### src/include/pmr_pkg.sv
// Constants and types shared by the power-mode and reset control block.
package pmr_pkg;
    localparam logic [7:0] KEY_NOP      = 8'h00;
    localparam logic [7:0] KEY_IDLE     = 8'h01;
    localparam logic [7:0] KEY_POWERDN  = 8'h02;
    localparam logic [7:0] KEY_NOP3     = 8'h03;
    localparam int         CAUSE_CFD    = 0;
    localparam int         CAUSE_WDT    = 1;
    localparam int         CAUSE_SFW    = 2;
    localparam int         CAUSE_EXT    = 3;
    localparam logic [3:0] CAUSE_RESET  = 4'h0;
    localparam logic [1:0] MODE_RUN     = 2'h0;
    localparam logic [1:0] MODE_IDLE    = 2'h1;
    localparam logic [1:0] MODE_PWRDN   = 2'h2;
    localparam logic       PLL_RESET    = 1'b0;
    localparam int         SWRST_CYCLES = 4;
    localparam logic [2:0] SWRST_LAST   = 3'(SWRST_CYCLES - 1);

    typedef enum logic [4:0] {
        ST_RUN   = 5'b00001,
        ST_DRAIN = 5'b00010,
        ST_IDLE  = 5'b00100,
        ST_PWRDN = 5'b01000,
        ST_SWRST = 5'b10000
    } pm_state_e;
endpackage

### src/rtl/pin_sync.sv
// Two-flip-flop synchroniser for one pin level.
`timescale 1ns/1ps
module pin_sync
    import pmr_pkg::*;
(
    // Clock.
    input  wire logic clk_i,
    // Level in and synchronised level out.
    input  wire logic d_i,
    output logic      q_o
);
    logic meta;
    logic next_meta;
    logic next_q;

    // The chain carries no reset, so the pin level is already settled when reset is released.
    always_comb begin
        next_meta = d_i;
        next_q    = meta;
    end

    always_ff @(posedge clk_i) begin
        meta <= next_meta;
        q_o  <= next_q;
    end
endmodule // pin_sync

### src/rtl/power_mode_reset_control.sv
// Power-mode and reset control: key decode, prefetch drain, reset cause and PLL latch.
`timescale 1ns/1ps
module power_mode_reset_control
    import pmr_pkg::*;
(
    // Clock and reset.
    input  wire logic       clk_i,
    input  wire logic       rstn_i,
    // Instruction from the core.
    input  wire logic       idle_powerdown_instruction_i,
    input  wire logic [7:0] key_i,
    // Bus controller status.
    input  wire logic       prefetch_busy_i,
    // Wake request ending idle or powerdown.
    input  wire logic       wake_i,
    // Reset causes.
    input  wire logic       power_up_i,
    input  wire logic       clock_fail_event_i,
    input  wire logic       watchdog_event_i,
    input  wire logic       external_pin_event_i,
    // PLL enable pin.
    input  wire logic       pll_enable_pin_i,
    // Status outputs.
    output logic            cpu_stop_o,
    output logic            clocks_stop_o,
    output logic [1:0]      power_mode_o,
    output logic            soft_reset_o,
    output logic [3:0]      reset_cause_register_o,
    output logic            pll_enable_o
);
    pm_state_e  state;
    pm_state_e  next_state;
    logic [1:0] target;
    logic [1:0] next_target;
    logic [2:0] cnt;
    logic [2:0] next_cnt;
    logic       next_cpu_stop;
    logic       next_clocks_stop;
    logic [1:0] next_power_mode;
    logic       next_soft_reset;
    logic [3:0] next_cause;
    logic       pll_sync;
    logic       pll_latched_done;
    logic       next_pll_latched_done;
    logic       next_pll_enable;

    function automatic logic [1:0] decode_key(input logic [7:0] k);
        if (k == KEY_IDLE) begin
            decode_key = MODE_IDLE;
        end else if (k == KEY_POWERDN) begin
            decode_key = MODE_PWRDN;
        end else begin
            decode_key = MODE_RUN;
        end
    endfunction

    function automatic logic key_illegal(input logic [7:0] k);
        key_illegal = (k > KEY_NOP3);
    endfunction

    pin_sync u_pll_sync (
        .clk_i  (clk_i),
        .d_i    (pll_enable_pin_i),
        .q_o    (pll_sync)
    );

    always_comb begin
        next_state  = state;
        next_target = target;
        next_cnt    = cnt;
        case (state)
            ST_RUN: begin
                if (idle_powerdown_instruction_i) begin
                    if (key_illegal(key_i)) begin
                        next_target = MODE_RUN;
                        next_state  = ST_DRAIN;
                    end else if (decode_key(key_i) != MODE_RUN) begin
                        next_target = decode_key(key_i);
                        next_state  = ST_DRAIN;
                    end
                    // Keys 0 and 3 fall through and stay running.
                end
            end
            ST_DRAIN: begin
                if (!prefetch_busy_i) begin
                    if (target == MODE_IDLE) begin
                        next_state = ST_IDLE;
                    end else if (target == MODE_PWRDN) begin
                        next_state = ST_PWRDN;
                    end else begin
                        next_state = ST_SWRST;
                        next_cnt   = 3'h0;
                    end
                end
            end
            ST_IDLE, ST_PWRDN: begin
                if (wake_i) begin
                    next_state = ST_RUN;
                end
            end
            ST_SWRST: begin
                if (cnt == SWRST_LAST) begin
                    next_state = ST_RUN;
                end else begin
                    next_cnt = cnt + 3'h1;
                end
            end
            default: begin
                next_state = ST_RUN;
            end
        endcase
        if (!rstn_i) begin
            next_state  = ST_RUN;
            next_target = MODE_RUN;
            next_cnt    = 3'h0;
        end
    end

    always_comb begin
        next_cpu_stop    = (next_state == ST_IDLE) || (next_state == ST_PWRDN) || (next_state == ST_SWRST);
        next_clocks_stop = (next_state == ST_PWRDN);
        next_soft_reset  = (next_state == ST_SWRST);
        case (next_state)
            ST_IDLE:  next_power_mode = MODE_IDLE;
            ST_PWRDN: next_power_mode = MODE_PWRDN;
            default:  next_power_mode = MODE_RUN;
        endcase
    end

    always_comb begin
        next_cause = reset_cause_register_o;
        if (power_up_i) begin
            next_cause = CAUSE_RESET;
        end else begin
            if (clock_fail_event_i) begin
                next_cause[CAUSE_CFD] = 1'b1;
            end
            if (watchdog_event_i) begin
                next_cause[CAUSE_WDT] = 1'b1;
            end
            if (state == ST_DRAIN && !prefetch_busy_i && target == MODE_RUN) begin
                next_cause[CAUSE_SFW] = 1'b1;
            end
            if (external_pin_event_i) begin
                next_cause[CAUSE_EXT] = 1'b1;
            end
        end
    end

    always_comb begin
        next_pll_latched_done = rstn_i ? 1'b1 : 1'b0;
        next_pll_enable       = pll_enable_o;
        if (!rstn_i) begin
            next_pll_enable = PLL_RESET;
        end else if (!pll_latched_done) begin
            next_pll_enable = pll_sync;
        end
    end

    always_ff @(posedge clk_i) begin
        state                  <= next_state;
        target                 <= next_target;
        cnt                    <= next_cnt;
        cpu_stop_o             <= next_cpu_stop;
        clocks_stop_o          <= next_clocks_stop;
        power_mode_o           <= next_power_mode;
        soft_reset_o           <= next_soft_reset;
        reset_cause_register_o <= next_cause;
        pll_latched_done       <= next_pll_latched_done;
        pll_enable_o           <= next_pll_enable;
    end
endmodule // power_mode_reset_control

### config.mk
export PLATFORM = sky130hd
export DESIGN_NAME = power_mode_reset_control
export DESIGN_NICKNAME = d
export VERILOG_FILES = /design/src/include/pmr_pkg.sv /design/src/rtl/pin_sync.sv /design/src/rtl/power_mode_reset_control.sv
export SDC_FILE = /design/constraint.sdc
export NUM_CORES = 1
export LEC_CHECK = 0
export ABC_AREA = 1
export ABC_CLOCK_PERIOD_IN_PS = 1500
export CAP_MARGIN = 20
export CORE_AREA = 3 3 57 59
export CTS_CLUSTER_SIZE = 8
export DETAILED_ROUTE_END_ITERATION = 7
export DIE_AREA = 0 0 60 62
export DONT_BUFFER_PORTS = 1
export GPL_TIMING_DRIVEN = 1
export PLACE_DENSITY = 0.54
export SYNTH_ARGS = -nofsm -noshare
export SYNTH_HDL_FRONTEND = slang
export SYNTH_SLANG_ARGS = --single-unit
### constraint.sdc
create_clock -name clk_i -period 1.5 [get_ports clk_i]
set_clock_uncertainty 0.1 [all_clocks]
set_input_delay 0.15 -clock clk_i [delete_from_list [all_inputs] [get_ports clk_i]]
set_output_delay 0.15 -clock clk_i [all_outputs]
set_load 0.01 [all_outputs]
## Word-level counts from Yosys, hierarchy flattened

Index checks and enable logic that the tools add are counted.

| storage, ports and cells | value |
|---|---|
| bits in registers | 23 |
| input bits | 18 |
| output and inout bits | 10 |
| logic and storage cells | 70 |

| operators by class | value |
|---|---|
| add/sub/neg operators | 1 |
| magnitude comparators | 1 |
| equality and inequality tests | 17 |
| muxes and demuxes | 24 |
| reduce and logical (&&, ||, !) cells | 12 |

Operator list:

| kind | number |
|---|---|
| 5-bit two-way mux | 9 |
| 5-bit one-hot mux with 4 select lines | 1 |
| 2-bit two-way mux | 7 |
| 3-bit two-way mux | 4 |
| 5-bit by 3-bit equality test with 1-bit output, second input constant | 2 |
| 5-bit by 4-bit equality test with 1-bit output, second input constant | 2 |
| 5-bit equality test, second input constant | 2 |
| 8-bit by 1-bit equality test with 1-bit output, second input constant | 1 |
| 8-bit by 2-bit equality test with 1-bit output, second input constant | 1 |
| 8-bit by 2-bit > comparator with 1-bit output, second input constant | 1 |
| 2-bit inequality test, second input constant | 4 |
| 3-bit one-hot mux with 2 select lines | 1 |
| 2-bit nonzero test | 3 |
| 5-bit by 1-bit equality test with 1-bit output, second input constant | 1 |
| 5-bit by 2-bit equality test with 1-bit output, second input constant | 1 |
| 5-bit AND reduction | 1 |
| 2-bit one-hot mux with 2 select lines | 1 |
| 3-bit by 1-bit adder with 3-bit output, second input constant | 1 |
| 3-bit by 2-bit equality test with 1-bit output, second input constant | 1 |
| 3-bit AND reduction | 1 |
| 2-bit by 1-bit equality test with 1-bit output, second input constant | 1 |
| 2-bit equality test, second input constant | 1 |
| 1-bit logical AND | 2 |
| 2-bit zero test | 1 |
| other kinds (4) | 5 |

## Longest topological paths before layout

| depth | value |
|---|---|
| depth after elaboration | 15 |
| gate-level depth with buffers | 12 |
| depth with buffers taken out | 12 |

## Modules after synthesis

A second synthesis with hierarchy kept.

| second synthesis, totals | value |
|---|---|
| cell total of the unflattened synthesis | 160 |
| area total of the unflattened synthesis | 1104.8 um^2 |

By module, submodules not included:

| module | times used | cells each | area an instance (um^2) | seq. area each (um^2) |
|---|---|---|---|---|
| power_mode_reset_control | 1 | 158 | 1064.8 | 400.4 |
| pin_sync | 1 | 2 | 40.0 | 40.0 |

## Worst setup path before layout

Ideal clock, no wire load.

| timing | value |
|---|---|
| path type | register to register |
| start | register target[0] |
| end | register cpu_stop_o |
| setup time | 59 ps |
| arrival | 1260 ps |
| setup slack | 81 ps |
| stages on the path, launching flop included | 13 |
| buffers on the path | 0 |
| period minus slack after synthesis | 1419 ps |
| cells stage by stage | dfxtp_1 -> inv_1 -> ha_1 -> inv_1 -> o21ai_0 -> inv_1 -> nand2_1 -> nand2_1 -> nand2_2 -> nand4_1 -> nand2_1 -> inv_1 -> nand2_1 |

| on the way | value |
|---|---|
| cells in the longest elaborated chain, start to end | 9 |

RTL lines:

| element | line | RTL |
|---|---|---|
| start: declaration | power_mode_reset_control.sv:33 | `logic [1:0] target;` |
| start signal: assignment | power_mode_reset_control.sv:162 | `target <= next_target;` |
| 2-bit equality test | power_mode_reset_control.sv:88 | `end else if (target == MODE_PWRDN) begin` |
| 5-bit two-way mux | power_mode_reset_control.sv:88 |  |
| 5-bit two-way mux * | power_mode_reset_control.sv:86 | `if (target == MODE_IDLE) begin` |
| 5-bit two-way mux * | power_mode_reset_control.sv:85 | `if (!prefetch_busy_i) begin` |
| 5-bit one-hot mux with 4 select lines * | power_mode_reset_control.sv:71 | `case (state)` |
| 5-bit two-way mux * | power_mode_reset_control.sv:112 | `if (!rstn_i) begin` |
| 5-bit by 3-bit equality test with 1-bit output or 5-bit by 4-bit equality test with 1-bit output (tied branches) | power_mode_reset_control.sv:120 | `next_cpu_stop = (next_state == ST_IDLE) \|\| (next_state == ST_PWRDN) \|\| (next_state == ST_SWRST);` |
| 1-bit logical OR | power_mode_reset_control.sv:120 |  |
| 1-bit logical OR * | power_mode_reset_control.sv:120 |  |
| net next_cpu_stop | power_mode_reset_control.sv:37 | `logic next_cpu_stop;` |
| end signal: assignment | power_mode_reset_control.sv:164 | `cpu_stop_o <= next_cpu_stop;` |
| end: declaration | power_mode_reset_control.sv:24 | `output logic cpu_stop_o,` |

The timed path passes the listed nets; every way through them passes the cells marked *.
A chain may end at the register's enable or synchronous reset.

## Worst setup path after layout

| timing | value |
|---|---|
| start | register target[1] |
| end | register cpu_stop_o |

The elaborated chain is that of the path after synthesis.

==> out/metrics.sh <==
FIRSTDRTPASSITERS=4
RSZ0062_AT_GRT='true'
CRITICAL_PATH_REQUIRED_PS=1660
DRT_WL_TOTAL_UM=2230
SYNTH_SEQ_AREA_SHARE_PCT=39.9
GRT.TOTAL_USAGE_PCT=13.4
STD_CELL_ROWS=19
SYNTH_COMPOUND_GATE_AREA_SHARE_PCT=7.47
CRITICAL_PATH_ARRIVAL_PS=1620
CLOCK_INSERTION_DELAY_WORST_SKEW_PS=300
MULTI_INPUT_AREA_SQ_UM=568
INITIAL_ANTENNA_VIOLATION_COUNT=0
FLOORPLAN.DIE_AREA_SQ_MM=0.00372
SYNTH_SIMPLE_GATE_AREA_SHARE_PCT=34.7
WORSTPATHMAXFANOUT=4
LAYOUT_COMMON_CELLS='nand2_1 (28), nor2_1 (28), inv_1 (26)'
SYNTHXORXNORAREAFRAC_PCT=0
SYNTH-EDFF-COUNT=0
CTS.REPORTEDPATHS.CLKPINSLEW_PS=110
SHARE_OF_THE_CLOCK_PERIOD_USED_BY_THE_WORST_PATH_PCT=97.4
PRECTSSETUPSLACK_PS=-56.4
REPORT.FINAL.SLEW_VIOL_COUNT=0
DETAILROUTE.VIA_COUNT=959
DRIVE_ABOVE_1_SHARE_PCT=23.9
SEQ_AREA_SQ_UM=447
FINALNETCOUNT=200
DR.FIRST_ITER.DRC_COUNT=32
YOSYS-MUX-AREA-FRACTION_PCT=0
CTS_HOLD_BUF=8
COREAREA_SQ_MM=0.00276
FINALHOLDVIOLATIONS=12
SYN-INSTANCE-COUNT=160
CLOCKBUFFERDEPTH=2
PLACED_CELLS=190
IOPINCOUNT=28
WL_PER_CELL_UM=10.8
HORIZONTAL_DIE_DIMENSION_UM=60
NETLIST_TOP_CELLS_AREA='dfxtp_1 (40%), nand2_1 (11%), inv_1 (9.9%), nor2_1 (9.9%), ha_1 (5.7%)'
NETLIST_AREA_SQ_MM=0.00110
MAX_FREQ_MHz=685
SYNTH_SEQ_CELLS=22
LEAKAGEPOWER_uW=0.000660
YS_TYPES=18
INSERTEDDIODECOUNT=0
REPORT.FINAL.SETUP_VIOL=0
DPL-INSTANCE-AREA_SQ_MM=0.00114
STARTING_DENSITY_OF_THE_CORE_PCT=40.1
AVGSYNTHCELLAREA_SQ_UM=6.91
LAYOUT-AREA-OVERHEAD-VS-SYNTH_PCT=21.2
GRT_START_MAX_NET_PINS=14
LAYOUTNONFILLERINSTCOUNT=207
FINALHOLDWORSTSLACK_PS=-232
ROUTE.ANTENNA.REMAINING_NETS=0
CRITICAL_PATH.STARTPOINT_TYPE='flop'
CTS_TREE='yes'
WIRE_LENGTH_OF_THE_FIRST_GLOBAL_ROUTING_PASS_UM=3710
GRT-OVFL-TOTAL=0
PORTION_OF_SYNTHESIZED_CELL_AREA_OCCUPIED_BY_THE_LEADING_CELL_TYPE_PCT=39.9
PLACE_CONGESTION=0.780
FAILED_CHECKS='negative hold slack'
WORSTSETUPPATHTYPE='reg -> reg'
COMBINATIONAL_FAMILY_WITH_THE_MOST_AREA_AFTER_SYNTHESIS='simple AND/OR/NAND/NOR gates'
WORSTSETUPENDPOINTTYPE='flop'
HTREE_LEVELS=1
HPWLAFTERDP_UM=1720
FINAL.SETUP.WORST_SLACK_PS=39.7
SYNTH_ADDER_AREA_SHARE_PCT=5.66
HOLD_PATH.CLASS='in -> reg'
PRIMARY_FLIP_FLOP_CELL_CHOSEN_BY_SYNTHESIS_MAPPING='dfxtp_1'
POST-ROUTE-CELL-AREA_SQ_MM=0.00134
POST-ROUTE-DRC-COUNT=0
FINAL.FILL_COUNT=297
VIA_PER_INST=4.63
FINALWORSTPATHREQUIREDPERIOD_PS=1460
YS.WARNINGS.COUNT=0
MAX_SLEW.WORST_PIN.SLEW_PS=198
VDD_IR_DROP_MAX_V=0.000687
RELATIVE_MAX_TRANSITION_MARGIN_PCT=86.8
PORT_BUFFERS=0
SYN_NETS=183
MAXCAPVIOLATIONS=0
CTS_BUFFERS=3
FIRST_GLOBAL_VIAS=920
CTS_NUM_SINKS=22
STATUS='finished, violations left'
CTS_ROOT_BUFFER='clkbuf_4'
DIE_H_UM=62
SYNTH_AREA_LEADER_CELL='dfxtp_1'
ASYNC_FLOP_SHARE_PCT=0
POWER-PER-CELL-AREA_mW_PER_MM2=839
-- worst max-delay path: stages (launching register included) --
cell	delay, ps
dfxtp_2	350
inv_2	60
ha_4	260
inv_2	30
o21ai_1	110
inv_1	60
nand2_2	70
nand2_2	60
nand2_4	70
nand4_1	100
nand2_1	80
inv_1	40
nand2_1	50
-- final timing paths --
path,end,depth (start not counted),slack [ps],startpoint
max,cpu_stop_o,12,40,target[1]
min,pll_latched_done,0,-230,rstn_i
max reg2reg,cpu_stop_o,12,40,target[1]
min reg2reg,u_pll_sync.q_o,0,250,u_pll_sync.meta
-- what timing repair did --
| action | in CTS | in global routing |
|---|---|---|
| buffers inserted | 3 | 2 |
| pin swaps | 3 | 9 |
| resized for setup | 5 | 15 |
| hold endpoints to repair | 20 | 11 |
| endpoints found under the setup margin | 2 | 11 |
-- per-stage QoR --
stage,TNS (ps),utilization [%],power (uW)
2_1_floorplan,0,-,748
3_3_place_gp,0,41.3,771
6_report,0,48.5,1120
4_1_cts,0,46.4,1120
5_1_grt,-556,48.5,1190
3_5_place_dp,-80.1,41.3,775
-- area by class of cell --
| type | instances | area share (%) |
|---|---|---|
| clock buffers | 4 | 2.71 |
| repair buffers | 14 | 9.35 |
| inverters | 33 | 9.25 |
| flip-flops and latches | 22 | 33.4 |
| multi-input cells | 103 | 42.4 |
| well taps | 31 | 2.90 |
-- cells in the mapped netlist, types with 2 or more instances --
library cell / number
a21oi_1: 5
nor2_2: 2
inv_1: 29
nand2_1: 32
dfxtp_1: 22
nor2_4: 4
nand4_1: 3
inv_2: 4
nand2_2: 5
ha_1: 5
o21ai_0: 10
nor2_1: 29
nand3_1: 5
-- flip-flops by register name (all words and copies together), names as in the netlist --
signal	count
reset_cause_register_o	4
clocks_stop_o	1
cpu_stop_o	1
state	5
target	2
pll_latched_done	1
power_mode_o	1
cnt	3
pll_enable_o	1
u_pll_sync.q_o	1
soft_reset_o	1
u_pll_sync.meta	1
-- layer usage --
metal / global-route usage, % / vias up / part of all wire [%] / wire [um]
met5: 0 / - / 0 / 0
met4: 4.75 / 0 / 0.76 / 17
met1: 14.9 / 425 / 41 / 923
met2: 23.8 / 20 / 52 / 1170
met3: 4.55 / 2 / 5.5 / 123
li1: - / 512 / - / -
-- kinds of logic (layout without fill, tap and decap cells) --
group / Yosys count / in the layout
fa+ha+maj: 5 / 5
flops: 22 / 22
simple gates: 82 / 82
buf+inv: 35 / 51
compound gates: 16 / 16
-- power by group --
group	switching, uW	internal, uW	total [uW]
Combinational	95.0	80.3	175
Sequential	20.7	613	633
Clock	167	148	315
Total	283	841	1120
(Power assumes the default switching activity.)
